--- src/rtl/ppc_pkg.sv ---
// Purpose: constants for the port pin configuration and package code block
// Assumes: apb with 32-bit data, one register per aligned word
// Notes: package code index 0x257 is not a multiple of four, so byte address is 4x index
package ppc_pkg;
  localparam logic [11:0] PPC_PKG_CODE_INDEX = 12'h257;
  localparam logic [13:0] PPC_PKG_CODE_ADDR = {PPC_PKG_CODE_INDEX, 2'b00};
  localparam logic [13:0] PPC_CTRL_ADDR = 14'h0A00;
  localparam logic [13:0] PPC_STAT_ADDR = 14'h0A04;
  localparam int PPC_ROUTE_BIT = 7;
  localparam int PPC_CODE_LSB = 0;
  localparam int PPC_CODE_W = 3;
  localparam logic [2:0] PPC_CODE_MAX = 3'h7;
  localparam logic [7:0] PPC_PKG_CODE_RESET = 8'h00;
  localparam int PPC_CTRL_OD_LSB = 0;
  localparam int PPC_CTRL_OD_W = 4;
  localparam int PPC_CTRL_CMP_BIT = 8;
  localparam int PPC_CTRL_REROUTE_BIT = 9;
  localparam int PPC_CTRL_TRIGSEL_BIT = 10;
  localparam int PPC_CTRL_TRIGEN_BIT = 11;
  localparam int PPC_STAT_LOCK_BIT = 3;
endpackage

--- src/rtl/ppc_od_pin.sv ---
// Purpose: one output driver with open-drain or push-pull choice
// Assumes: output enable high while the pin is driven
// Notes: a pin used as input ignores the open-drain choice
`timescale 1ns/1ps
`default_nettype none
module ppc_od_pin (
  input wire logic open_drain,
  input wire logic dir_out,
  input wire logic dout,
  output logic pin_o,
  output logic pin_oe
);
  always_comb begin
    pin_o = dout;
    if (!dir_out) begin
      pin_oe = 1'b0;
    end else if (open_drain) begin
      pin_o = 1'b0;
      pin_oe = ~dout;
    end else begin
      pin_oe = 1'b1;
    end
  end
endmodule
`default_nettype wire

--- src/rtl/ppc_top.sv ---
// Purpose: analog port input buffer gating, open-drain port, package code register
// Assumes: flash supplies the factory code with flash_code_valid pulse after reset
// Notes: written codes above max_code are folded to the largest option
// What this block does
// - input buffer on iff pin bonded for the package code, comparator enable and (pin enable or trigger or reroute)
// - open-drain pin drives zero low and leaves one undriven
// - mode bit one is open-drain, zero push-pull, no effect on inputs
// - package register at index 0x257, always readable, bits 6..3 zero, flash preload
// - route bit writable anytime; code anytime in special mode, once in normal after reset or a special-mode write
// - route bit one moves the aux clock output to the alternate pin
// - reserved or too large written codes are stored as 0b111
// - smaller package codes are stored unchanged
// - unbonded pins lose input buffers per package code
`timescale 1ns/1ps
`default_nettype none
module ppc_top #(
  parameter int AD_PINS = 16,
  parameter int OD_PINS = 4,
  parameter logic [2:0] MAX_CODE = 3'h5,
  parameter logic [7:0] RESERVED_CODES = 8'h00,
  parameter logic [AD_PINS*8-1:0] BOND_MAP = {(AD_PINS*8){1'b1}}
) (
  input wire logic pclk,
  input wire logic presetn,
  input wire logic psel,
  input wire logic penable,
  input wire logic pwrite,
  input wire logic [31:0] paddr,
  input wire logic [31:0] pwdata,
  input wire logic [3:0] pstrb,
  output logic [31:0] prdata,
  output logic pready,
  output logic pslverr,
  input wire logic special_mode,
  input wire logic flash_code_valid,
  input wire logic [2:0] flash_code,
  input wire logic [AD_PINS-1:0] per_pin_input_enable,
  input wire logic [OD_PINS-1:0] port_dir_out,
  input wire logic [OD_PINS-1:0] port_dout,
  output logic [OD_PINS-1:0] port_pin_o,
  output logic [OD_PINS-1:0] port_pin_oe,
  output logic [AD_PINS-1:0] pin_input_buffer_enable,
  input wire logic periodic_int_clock_out,
  output logic aux_clk_default_pin_o,
  output logic alternate_clock_pin_o,
  output logic [2:0] package_code_field
);
  import ppc_pkg::*;

  // ----------------------------------------
  // parameter checks
  // ----------------------------------------
  // wider pin counts would overrun the control word and read layout
  if (AD_PINS < 1 || AD_PINS > 32) begin : g_bad_ad
    $error("ppc_top: unsupported analog pin count");
  end
  if (OD_PINS < 1 || OD_PINS > 8) begin : g_bad_od
    $error("ppc_top: unsupported open-drain pin count");
  end
  if (RESERVED_CODES[PPC_CODE_MAX]) begin : g_bad_res
    $error("ppc_top: the clamp target code cannot be reserved");
  end

  // ----------------------------------------
  // apb decode
  // ----------------------------------------
  logic [13:0] addr;
  logic wr_en;
  logic hit_pkg, hit_ctrl, hit_stat;
  assign addr = paddr[13:0];
  assign hit_pkg = (addr == PPC_PKG_CODE_ADDR) && (paddr[31:14] == 18'h00000);
  assign hit_ctrl = (addr == PPC_CTRL_ADDR) && (paddr[31:14] == 18'h00000);
  assign hit_stat = (addr == PPC_STAT_ADDR) && (paddr[31:14] == 18'h00000);
  assign wr_en = psel && penable && pwrite;
  // zero wait states: every register answers in its access cycle
  assign pready = 1'b1;
  // unmapped accesses get an error so software bugs surface
  assign pslverr = psel && penable && !(hit_pkg || hit_ctrl || hit_stat);

  // ----------------------------------------
  // package code register
  // ----------------------------------------
  logic route_q, route_d;
  logic [2:0] code_q, code_d;
  logic locked_q, locked_d;
  logic [2:0] wcode;

  function automatic logic [2:0] clamp_code(input logic [2:0] c);
    if (RESERVED_CODES[c] || c > MAX_CODE) begin
      clamp_code = PPC_CODE_MAX;
    end else begin
      clamp_code = c;
    end
  endfunction

  always_comb begin
    route_d = route_q;
    code_d = code_q;
    locked_d = locked_q;
    wcode = pwdata[PPC_CODE_LSB +: PPC_CODE_W];
    // factory code is trusted: neither clamped nor locking
    if (flash_code_valid) begin
      code_d = flash_code;
    end
    if (wr_en && hit_pkg && pstrb[0]) begin
      route_d = pwdata[PPC_ROUTE_BIT];
      if (special_mode || !locked_q) begin
        code_d = clamp_code(wcode);
        locked_d = !special_mode;
      end
    end
  end

  always_ff @(posedge pclk or negedge presetn) begin
    if (!presetn) begin
      route_q <= PPC_PKG_CODE_RESET[PPC_ROUTE_BIT];
      code_q <= PPC_PKG_CODE_RESET[PPC_CODE_W-1:0];
      locked_q <= 1'b0;
    end else begin
      route_q <= route_d;
      code_q <= code_d;
      locked_q <= locked_d;
    end
  end
  assign package_code_field = code_q;

  // ----------------------------------------
  // control register for port and converter bits
  // ----------------------------------------
  logic [OD_PINS-1:0] od_q, od_d;
  logic cmp_en_q, cmp_en_d, reroute_q, reroute_d, tsel_q, tsel_d, ten_q, ten_d;

  always_comb begin
    od_d = od_q;
    cmp_en_d = cmp_en_q;
    reroute_d = reroute_q;
    tsel_d = tsel_q;
    ten_d = ten_q;
    if (wr_en && hit_ctrl) begin
      if (pstrb[0]) begin
        od_d = pwdata[PPC_CTRL_OD_LSB +: OD_PINS];
      end
      if (pstrb[1]) begin
        cmp_en_d = pwdata[PPC_CTRL_CMP_BIT];
        reroute_d = pwdata[PPC_CTRL_REROUTE_BIT];
        tsel_d = pwdata[PPC_CTRL_TRIGSEL_BIT];
        ten_d = pwdata[PPC_CTRL_TRIGEN_BIT];
      end
    end
  end

  always_ff @(posedge pclk or negedge presetn) begin
    if (!presetn) begin
      od_q <= '0;
      cmp_en_q <= 1'b0;
      reroute_q <= 1'b0;
      tsel_q <= 1'b0;
      ten_q <= 1'b0;
    end else begin
      od_q <= od_d;
      cmp_en_q <= cmp_en_d;
      reroute_q <= reroute_d;
      tsel_q <= tsel_d;
      ten_q <= ten_d;
    end
  end

  // ----------------------------------------
  // read mux
  // ----------------------------------------
  always_comb begin
    // unused bits read as zero
    prdata = 32'h00000000;
    if (hit_pkg) begin
      prdata[PPC_ROUTE_BIT] = route_q;
      prdata[PPC_CODE_LSB +: PPC_CODE_W] = code_q;
    end else if (hit_ctrl) begin
      prdata[PPC_CTRL_OD_LSB +: OD_PINS] = od_q;
      prdata[PPC_CTRL_CMP_BIT] = cmp_en_q;
      prdata[PPC_CTRL_REROUTE_BIT] = reroute_q;
      prdata[PPC_CTRL_TRIGSEL_BIT] = tsel_q;
      prdata[PPC_CTRL_TRIGEN_BIT] = ten_q;
    end else if (hit_stat) begin
      prdata[PPC_STAT_LOCK_BIT] = locked_q;
      prdata[PPC_CODE_LSB +: PPC_CODE_W] = code_q;
    end
  end

  // ----------------------------------------
  // input buffers and clock routing
  // ----------------------------------------
  logic [7:0] bond_sel;
  always_comb begin
    bond_sel = '0;
    for (int i = 0; i < AD_PINS; i++) begin
      bond_sel = BOND_MAP[i*8 +: 8];
      // unbonded pins stay off to avoid shoot-through current
      pin_input_buffer_enable[i] = bond_sel[code_q] && cmp_en_q &&
        (per_pin_input_enable[i] || (!tsel_q && ten_q) || reroute_q);
    end
  end

  assign alternate_clock_pin_o = route_q && periodic_int_clock_out;
  assign aux_clk_default_pin_o = !route_q && periodic_int_clock_out;

  // ----------------------------------------
  // port drivers
  // ----------------------------------------
  genvar g;
  generate
    for (g = 0; g < OD_PINS; g++) begin : g_od
      ppc_od_pin u_pin (
        .open_drain(od_q[g]),
        .dir_out(port_dir_out[g]),
        .dout(port_dout[g]),
        .pin_o(port_pin_o[g]),
        .pin_oe(port_pin_oe[g])
      );
    end
  endgenerate
endmodule
`default_nettype wire
--- config.mk ---
export PLATFORM = sky130hd
export DESIGN_NAME = ppc_top
export DESIGN_NICKNAME = d
export VERILOG_FILES = /design/src/rtl/ppc_pkg.sv /design/src/rtl/ppc_od_pin.sv /design/src/rtl/ppc_top.sv
export SDC_FILE = /design/constraint.sdc
export NUM_CORES = 1
export LEC_CHECK = 0
export BUFFER_PORTS_ARGS = -buffer_cell sky130_fd_sc_hd__buf_2
export CORE_MARGIN = 3
export CORE_UTILIZATION = 32
export CTS_CLUSTER_DIAMETER = 60
export CTS_CLUSTER_SIZE = 20
export DETAILED_ROUTE_END_ITERATION = 8
export PLACE_DENSITY_LB_ADDON = 0.1
export SLEW_MARGIN = 5
export SYNTH_ARGS = -nofsm -noshare
export SYNTH_HDL_FRONTEND = slang
export SYNTH_HIERARCHICAL = 1
export SYNTH_SLANG_ARGS = --single-unit
--- constraint.sdc ---
create_clock -name pclk -period 2.2 [get_ports pclk]
set_input_delay 0.11 -clock pclk [delete_from_list [all_inputs] [get_ports pclk]]
set_output_delay 0.11 -clock pclk [all_outputs]
set_load 0.01 [all_outputs]
======== After elaboration in Yosys (flattened, before gate mapping) ========
Memories as Yosys holds them, arrays and structs flattened.
Cells that the tools add are included.
word-level totals
  ROM bits ................................ 16
  memories kept ........................... 2
  bits in writable memories ............... 0
  register bits after elaboration ......... 13
  output and inout port bits .............. 63
  latch bits .............................. 0
operators by class
  reduce and logical (&&, ||, !) cells .... 74
  eq/ne operators ......................... 3
  shift-type cells ........................ 0
  div/mod/pow operators ................... 0
  bitwise logic cells ..................... 4
  order comparisons ....................... 3
  multipliers ............................. 0
  mux-type cells .......................... 29
  $add $sub $neg .......................... 0
memory list
  memory            depth  bits a word  read ports  clocked after memory_dff  write ports  RTL line        text
  (name not given)  8      1            1           0                         0            ppc_top.sv:198  pin_input_buffer_enable[i] = bond_sel[code_q] && cmp_en_q &&
  (name not given)  8      1            1           0                         0            ppc_top.sv:89   if (RESERVED_CODES[c] || c > MAX_CODE) begin
operator list
  operator                                              number
  == test 14 x 12 -> 1 bit, second input constant       3
  logical OR 1 bit                                      36
  logical AND 1 bit                                     29
  two-way mux 1 bit                                     20
  zero test 18 bit                                      1
  two-way mux 4 bit                                     4
  two-way mux 3 bit                                     5
  < comparator 3 x 4 -> 1 bit, second input constant    2
  AND reduction 2 bit                                   3
  zero test 1 bit                                       5
  NOT 1 bit                                             4
  greater-than comparator 3 bit, second input constant  1

======== Longest topological paths before layout ========
Gate-level depths: netlist of run 1.
  depth after elaboration ................. 6
  mapped depth ............................ 4
  mapped depth without buffers ............ 4

======== Modules after synthesis ========
The synthesis of run 1 kept the hierarchy.
by module, submodules not included
  module      area an instance (um^2)  times used  cells each
  ppc_top     1,207.4                  1           129
  ppc_od_pin  15.0                     4           2

======== Worst setup path after synthesis of run 1 ========
Ideal clock, no wire load.
  path kind ............................... in2reg
  start point ............................. input port paddr[10]
  end point ............................... register cmp_en_q
  cell stages on the path ................. 4
  data required time ...................... 2.072 ns
  setup slack ............................. 0.193 ns
  path buffers ............................ 0
  arrival time ............................ 1.879 ns
  path through ............................ or4b_4 > or4b_4 > nor4_4 > mux2_1
between the ends
  word-level cells in the longest chain between the ends .. 4
ends and longest elaborated chain
  item                                  RTL line        text
  start: declaration                    ppc_top.sv:28   input wire logic [31:0] paddr,
  == test 14 x 12 -> 1 bit              ppc_top.sv:72   assign hit_ctrl = (addr == PPC_CTRL_ADDR) && (paddr[31:14] == 18'h00000);
  logical AND 1 bit                     ppc_top.sv:72
  logical AND 1 bit                     ppc_top.sv:139  if (wr_en && hit_ctrl) begin
  AND reduction 2 bit (no source line)  --
  end signal: assignment                ppc_top.sv:161  cmp_en_q <= cmp_en_d;
  end: declaration                      ppc_top.sv:131  logic cmp_en_q, cmp_en_d, reroute_q, reroute_d, tsel_q, tsel_d, ten_q, ten_d;
Every way passes these cells.
A chain may end at the register's enable or synchronous reset.

======== Worst setup path after layout of run 1 ========
  start point ............................. input port paddr[10]
  end point ............................... output port prdata[3]
between the ends
  word-level cells in the longest chain between the ends .. 5
  elaborated cells between the ends (all ways) .. 9
  those cells by class .................... eq/ne: 3; mux: 3; reduce/logical: 3
ends and longest elaborated chain
  item                      RTL line        text
  == test 14 x 12 -> 1 bit  ppc_top.sv:73   assign hit_stat = (addr == PPC_STAT_ADDR) && (paddr[31:14] == 18'h00000);
  logical AND 1 bit         ppc_top.sv:73
  two-way mux 4 bit         ppc_top.sv:183  end else if (hit_stat) begin
  two-way mux 4 bit         ppc_top.sv:177  end else if (hit_ctrl) begin
  two-way mux 1 bit (*)     ppc_top.sv:174  if (hit_pkg) begin
  end: declaration          ppc_top.sv:31   output logic [31:0] prdata,
Every way passes the cells marked *; elsewhere a longest branch is shown, timed or not.

==> reports/metrics.csv, run 1 <==
stage,metric,value,unit
outcome,status,"finished, final reports clean",
worst_setup_path,cp_num_buf_inv,3,
floorplan,dieHeight,68.9,um
hold_path,worstHoldPathType,primary input to flip-flop,
placed_design,dp_hpwl,3.09,mm
worst_setup_path,timing.critical_path.fanout_max,4,
sta,timing.final.setup_violations,0,
routing,met2_length,1.71,mm
sta,finalSetupTns,0,ns
sta,worst-slew-pin-transition,0.507,ns
flow_run,reported_max_cap_violation_count,0,
synthesis,cell_area_after_technology_mapping,1270,um^2
floorplan,fp.dieW,68.9,um
clocking,ctsResizeCount,0,
clocking,clk_path_buf_depth,2,
routing,drc,0,
global_route,first_global_vias,1169,
synthesis,yosys_warnings,6,
worst_setup_path,arrival,1.87,ns
routing,detail_route.first_pass.iterations,4,
floorplan,top_level_ports,166,
worst_setup_path,endpoint_kind,output pin,
worst_setup_path,critical_path_cell_by_cell,"buf_2, or4b_4, buf_4, or4_2, nor3_1, buf_2",
clocking,numClockSinks,13,
hold_path,holdPathStages,2,
worst_setup_path,regToRegSetupSlack,0.90,ns
worst_setup_path,crit_path_start_kind,primary input,
clocking,path_clk_slew,0.05,ns
clocking,numCtsBuffers,3,
synthesis,yosys.cell_types.count,32,
clocking,cts-hold-fix-buffers,1,
worst_setup_path,worst-r2r-cell-count,3,
placed_design,finalWeightedCongestion,0.749,
sta,min_period,1.98,ns
routing,final_antenna_net_count,0,
sta,unrepaired_setup_endpoints_after_global_routing,false,
synthesis,synthesized_area_divided_by_synthesized_cell_count,9.25,um^2
clocking,post-cts-setup-buffers,0,
global_route,global_route_total_usage_across_every_layer,13.9,%
synthesis,yosys_register_bits,13,
clocking,tritoncts,yes,
final_layout,layout_utilization,51.1,%
sta,worst_case_setup_margin_in_the_final_layout,0.217,ns
floorplan,fp.dieArea,4750,um^2
clocking,clock_latency,0.24,ns
synthesis,post_synth_inst_count,137,
routing,detail_route.wl_per_cell,11.3,um
hold_path,worstHoldEndpoint,cmp_en_q,
sta,fin_worst_skew,0.000134,ns
routing,wl,3.50,mm
power,total_power,608,uW
clocking,h-tree-depth,1,
routing,wirelength_met1,1.40,mm
sta,period_share,90.1,%
worst_setup_path,slowest_delay,0.62,ns
sta,slew_headroom,65.7,%
worst_setup_path,timing.critical_path.mode_cell,sky130_fd_sc_hd__buf_2,
final_layout,layout_common_cells,"116 x sky130_fd_sc_hd__buf_2, 24 x sky130_fd_sc_hd__conb_1, 16 x sky130_fd_sc_hd__o21a_1, 13 x sky130_fd_sc_hd__dfrtp_1, 10 x sky130_fd_sc_hd__mux2_1",
sta,finalMaxSlewViolations,0,
routing,vias_cell,4.52,
power,worst_ir_drop_vdd,0.265,mV
worst_setup_path,worst-endpoint-required,2.09,ns
placed_design,place.port_buffers,116,
global_route,total_global_routing_overflow,0,
worst_setup_path,cpLargestDelayFamily,simple AND/OR/NAND/NOR gates,
power,power_density,318,nW/um^2
placed_design,placement.setup.worst_slack,0.0157,ns
worst_setup_path,critical_path.startpoint,paddr[10],
worst_setup_path,critical_path.reg2reg.startpoint,locked_q,
floorplan,initial_utilization,33.9,%
routing,num_vias,1396,
routing,highest_layer,met3,
routing,route.met3.wl,395,um
final_layout,layout.nets,365,
global_route,first_pass_grt_wire_length,5.08,mm
global_route,grt_start_max_net_pins,19,
sta,maxClockFrequency,0.504,GHz
final_layout,post_route_cells_drive_above_1_share,54.0,%
routing,initialDrtViolationCount,27,
hold_path,origin_of_the_worst_min_delay_path,pwdata[8],
synthesis,synth_seq_area_share,25.7,%
worst_setup_path,reg2reg_to,package_code_field[1],
power,power_leakage,0.00113,uW
final_layout,mostFrequentLayoutCell,sky130_fd_sc_hd__buf_2,
floorplan,floorplan.core_area,3740,um^2
final_layout,number_of_diodes_added_for_antenna_fixing,0,
worst_setup_path,worst_path_max_delay_cell,sky130_fd_sc_hd__or4_2,
floorplan,core.rowCount,22,
final_layout,syn2layout_area_growth,51.0,%
global_route,number_of_antenna_violations_at_the_first_check_in_global_routing,0,
worst_setup_path,path_class,primary input to output pin,
sta,report.final.hold_viol_count,0,
clocking,clock_tree.root_cell,sky130_fd_sc_hd__clkbuf_8,
[flip-flops by register name, summed over array words and instances, names as in the netlist]
register            count
tsel_q                  1
route_q                 1
package_code_field      3
reroute_q               1
cmp_en_q                1
od_q                    4
ten_q                   1
locked_q                1
[stage by stage]
step | hold WS, ns | cell area [um^2] | std cells
after floorplan | -0.186 | 1350 | 159
after detailed placement | 0.0140 | 1860 | 304
final | 0.0843 | 1910 | 309
after global placement | 0.0168 | 1860 | 304
after global routing | 0.0778 | 1910 | 309
after CTS | 0.0804 | 1910 | 309
[kinds of logic (layout without fill, tap and decap cells)]
| group | count (synthesis) | in the layout | share of synthesized area, % |
|---|---|---|---|
| compound gates | 34 | 34 | 18.4 |
| buf+inv | 30 | 132 | 16.0 |
| flops | 13 | 13 | 25.7 |
| mux | 17 | 17 | 14.8 |
| other cells | 2 | 24 | 0.593 |
| simple gates | 41 | 41 | 24.6 |
[final cells by class]
type                    instances  area (um^2)
clock buffers                   4         45.0
fillers                       377         1830
inverters                       3         11.3
multi-input cells             116          822
flip-flops and latches         13          325
well taps                      48         60.1
repair buffers                125          651
[worst max path at each step]
stage / endpoint / depth (start not counted)
detailed placement: od_q[3] / 6
floorplan: cmp_en_q / 4
CTS: prdata[0] / 7
finish: prdata[3] / 6
global placement: locked_q / 5
global route: prdata[0] / 7
[power breakdown]
group          total [uW]  internal [uW]  leakage [uW]  switching (uW)
clock network         208            128     0.0000228            80.4
logic                 152           78.5      0.000932            73.1
registers             249            245      0.000175            3.67
total                 608            451       0.00113             157
[layer usage]
metal | up-vias | global-route usage (%)
li1 | 702 | -
met1 | 608 | 17.7
met2 | 86 | 23.6
met3 | 0 | 4.38
met4 | 0 | 1.46
met5 | - | 0
[cells in the mapped netlist, drive strengths merged]
master | n | area [um^2]
and3 | 5 | 31.3
dfrtp | 13 | 325
a21oi | 6 | 30.0
mux2 | 14 | 158
nor4b | 3 | 41.3
buf | 25 | 184
mux2i | 3 | 30.0
or3b | 1 | 8.76
o21a | 16 | 120
and2 | 1 | 6.26
nand2b | 1 | 6.26
or4 | 2 | 20.0
or4b | 2 | 27.5
nor4 | 9 | 92.6
clkbuf | 2 | 7.51
a21o | 1 | 7.51
o21ai | 3 | 15.0
nor2b | 1 | 6.26
nor2 | 3 | 11.3
or2 | 1 | 6.26
nand2 | 8 | 30.0
a21boi | 8 | 60.1
nor3 | 1 | 5.00
conb | 2 | 7.51
nand4 | 3 | 18.8
inv | 3 | 11.3
Note: power is estimated with default switching activity, not from simulation.
==> run 2, diff against run 1 <==
--- a/config.mk
+++ b/config.mk
@@ -5,12 +5,12 @@
 export SDC_FILE = /design/constraint.sdc
 export NUM_CORES = 1
 export LEC_CHECK = 0
-export BUFFER_PORTS_ARGS = -buffer_cell sky130_fd_sc_hd__buf_2
 export CORE_MARGIN = 3
-export CORE_UTILIZATION = 32
+export CORE_UTILIZATION = 35
 export CTS_CLUSTER_DIAMETER = 60
 export CTS_CLUSTER_SIZE = 20
 export DETAILED_ROUTE_END_ITERATION = 8
+export DONT_BUFFER_PORTS = 1
 export PLACE_DENSITY_LB_ADDON = 0.1
 export SLEW_MARGIN = 5
 export SYNTH_ARGS = -nofsm -noshare
==> reports/metrics.csv, run 2 (synthesis gave the netlist of run 1 again) <==
stage,metric,value,unit
sta,period_share,83.0,%
sta,worst-slew-pin-transition,0.593,ns
worst_setup_path,critical_path_depth,4,
sta,finalSetupTns,0,ns
floorplan,dieHeight,66.2,um
clocking,clock_latency,0.27,ns
routing,drc,0,
global_route,number_of_antenna_violations_at_the_first_check_in_global_routing,0,
global_route,first_pass_grt_wire_length,3.97,mm
power,power_density,348,nW/um^2
sta,whs,0.0436,ns
floorplan,initial_utilization,37.1,%
global_route,total_global_routing_overflow,0,
worst_setup_path,cpLargestDelayFamily,simple AND/OR/NAND/NOR gates,
global_route,grt_start_max_net_pins,19,
final_layout,layout.nets,253,
floorplan,core.rowCount,21,
routing,wl,3.07,mm
worst_setup_path,worst-endpoint-required,2.37,ns
sta,worst_case_setup_margin_in_the_final_layout,0.374,ns
power,worst_ir_drop_vdd,0.262,mV
clocking,clock_tree.root_cell,sky130_fd_sc_hd__clkbuf_4,
worst_setup_path,critical_path_cell_by_cell,"or4b_4, or4_4, nor4_2, mux2_2",
sta,fin_worst_skew,0.000497,ns
global_route,first_global_vias,877,
clocking,numCtsBuffers,3,
floorplan,floorplan.core_area,3420,um^2
worst_setup_path,cp_num_buf_inv,0,
final_layout,syn2layout_area_growth,7.90,%
sta,min_period,1.83,ns
clocking,ctsResizeCount,0,
global_route,global_route_total_usage_across_every_layer,11.9,%
worst_setup_path,crit_path_start_kind,primary input,
worst_setup_path,arrival,1.99,ns
sta,report.final.hold_viol_count,0,
hold_path,holdPathStages,2,
routing,final_antenna_net_count,0,
sta,unrepaired_setup_endpoints_after_global_routing,false,
worst_setup_path,timing.critical_path.fanout_max,6,
clocking,tritoncts,yes,
sta,maxClockFrequency,0.548,GHz
final_layout,largest_register_ff_count,4,
flow_run,reported_max_cap_violation_count,0,
placed_design,dp_hpwl,2.64,mm
routing,detail_route.first_pass.iterations,4,
clocking,path_clk_slew,0.07,ns
final_layout,post_route_cells_drive_above_1_share,12.8,%
clocking,cts-hold-fix-buffers,10,
placed_design,placement.setup.worst_slack,0.0767,ns
final_layout,number_of_diodes_added_for_antenna_fixing,0,
final_layout,mostFrequentLayoutCell,sky130_fd_sc_hd__conb_1,
final_layout,largest-register,od_q,
sta,slew_headroom,60.3,%
clocking,clk_path_buf_depth,2,
routing,num_vias,1056,
worst_setup_path,regToRegSetupSlack,0.87,ns
floorplan,top_level_ports,166,
outcome,status,"finished, final reports clean",
floorplan,fp.dieW,66.2,um
routing,vias_cell,5.42,
power,power_leakage,0.000634,uW
clocking,h-tree-depth,1,
placed_design,place.port_buffers,0,
floorplan,fp.dieArea,4380,um^2
worst_setup_path,worst-r2r-cell-count,3,
worst_setup_path,worst_path_max_delay_cell,sky130_fd_sc_hd__or4_4,
clocking,post-cts-setup-buffers,0,
sta,finalMaxSlewViolations,0,
sta,timing.final.setup_violations,0,
worst_setup_path,endpoint_kind,flip-flop,
routing,detail_route.wl_per_cell,15.7,um
placed_design,finalWeightedCongestion,0.738,
final_layout,layout_common_cells,"24 x sky130_fd_sc_hd__conb_1, 16 x sky130_fd_sc_hd__o21a_1, 13 x sky130_fd_sc_hd__dfrtp_1, 11 x sky130_fd_sc_hd__dlygate4sd3_1, 10 x sky130_fd_sc_hd__mux2_1",
clocking,numClockSinks,13,
worst_setup_path,slowest_delay,0.60,ns
worst_setup_path,path_class,primary input to flip-flop,
hold_path,worstHoldPathType,primary input to flip-flop,
routing,initialDrtViolationCount,15,
run 2: cell count changes in the layout (fill, tap and decap cells not counted), sizes merged:
cell,change
buf,-122
dlygate4sd3,+10
run 2: final timing paths:
check                                   endpoint          start
min in group asynchronous  package_code_field[0]        presetn
max reg2reg                package_code_field[2]       locked_q
max in group asynchronous                 tsel_q        presetn
max                                     locked_q      paddr[10]
min reg2reg                               tsel_q         tsel_q
min                        package_code_field[0]  flash_code[0]
run 2: final cells by class:
| type | count | area (um^2) |
|---|---|---|
| Tap cell | 46 | 57.6 |
| Sequential cell | 13 | 325 |
| Timing Repair Buffer | 13 | 125 |
| Multi-Input combinational cell | 116 | 822 |
| Fill cell | 355 | 2050 |
| Inverter | 3 | 11.3 |
| Clock buffer | 4 | 26.3 |
run 2: through the flow:
| stage | total power [uW] | std cells | utilization (%) | area (um^2) |
|---|---|---|---|---|
| 2_1_floorplan | 339 | 159 | - | 1350 |
| 3_3_place_gp | 312 | 180 | 36.0 | 1230 |
| 3_5_place_dp | 313 | 180 | 36.0 | 1230 |
| 4_1_cts | 482 | 194 | 39.7 | 1360 |
| 5_1_grt | 508 | 195 | 40.0 | 1370 |
| 6_report | 475 | 195 | 40.0 | 1370 |
run 2: report_power, final:
group	switching, uW	internal [uW]	leakage, uW	total (uW)
Sequential	7.45	244	0.000175	252
Clock	75.7	70.4	0.0000150	146
Combinational	45.1	32.7	0.000444	77.7
run 2: metal layers:
metal / up-vias / track usage, % / part of all wire, %
li1: 479 / - / -
met1: 502 / 14.4 / 37
met2: 71 / 20.0 / 52
met3: 4 / 4.25 / 9.9
met4: 0 / 3.05 / 0.62
met5: - / 0 / 0
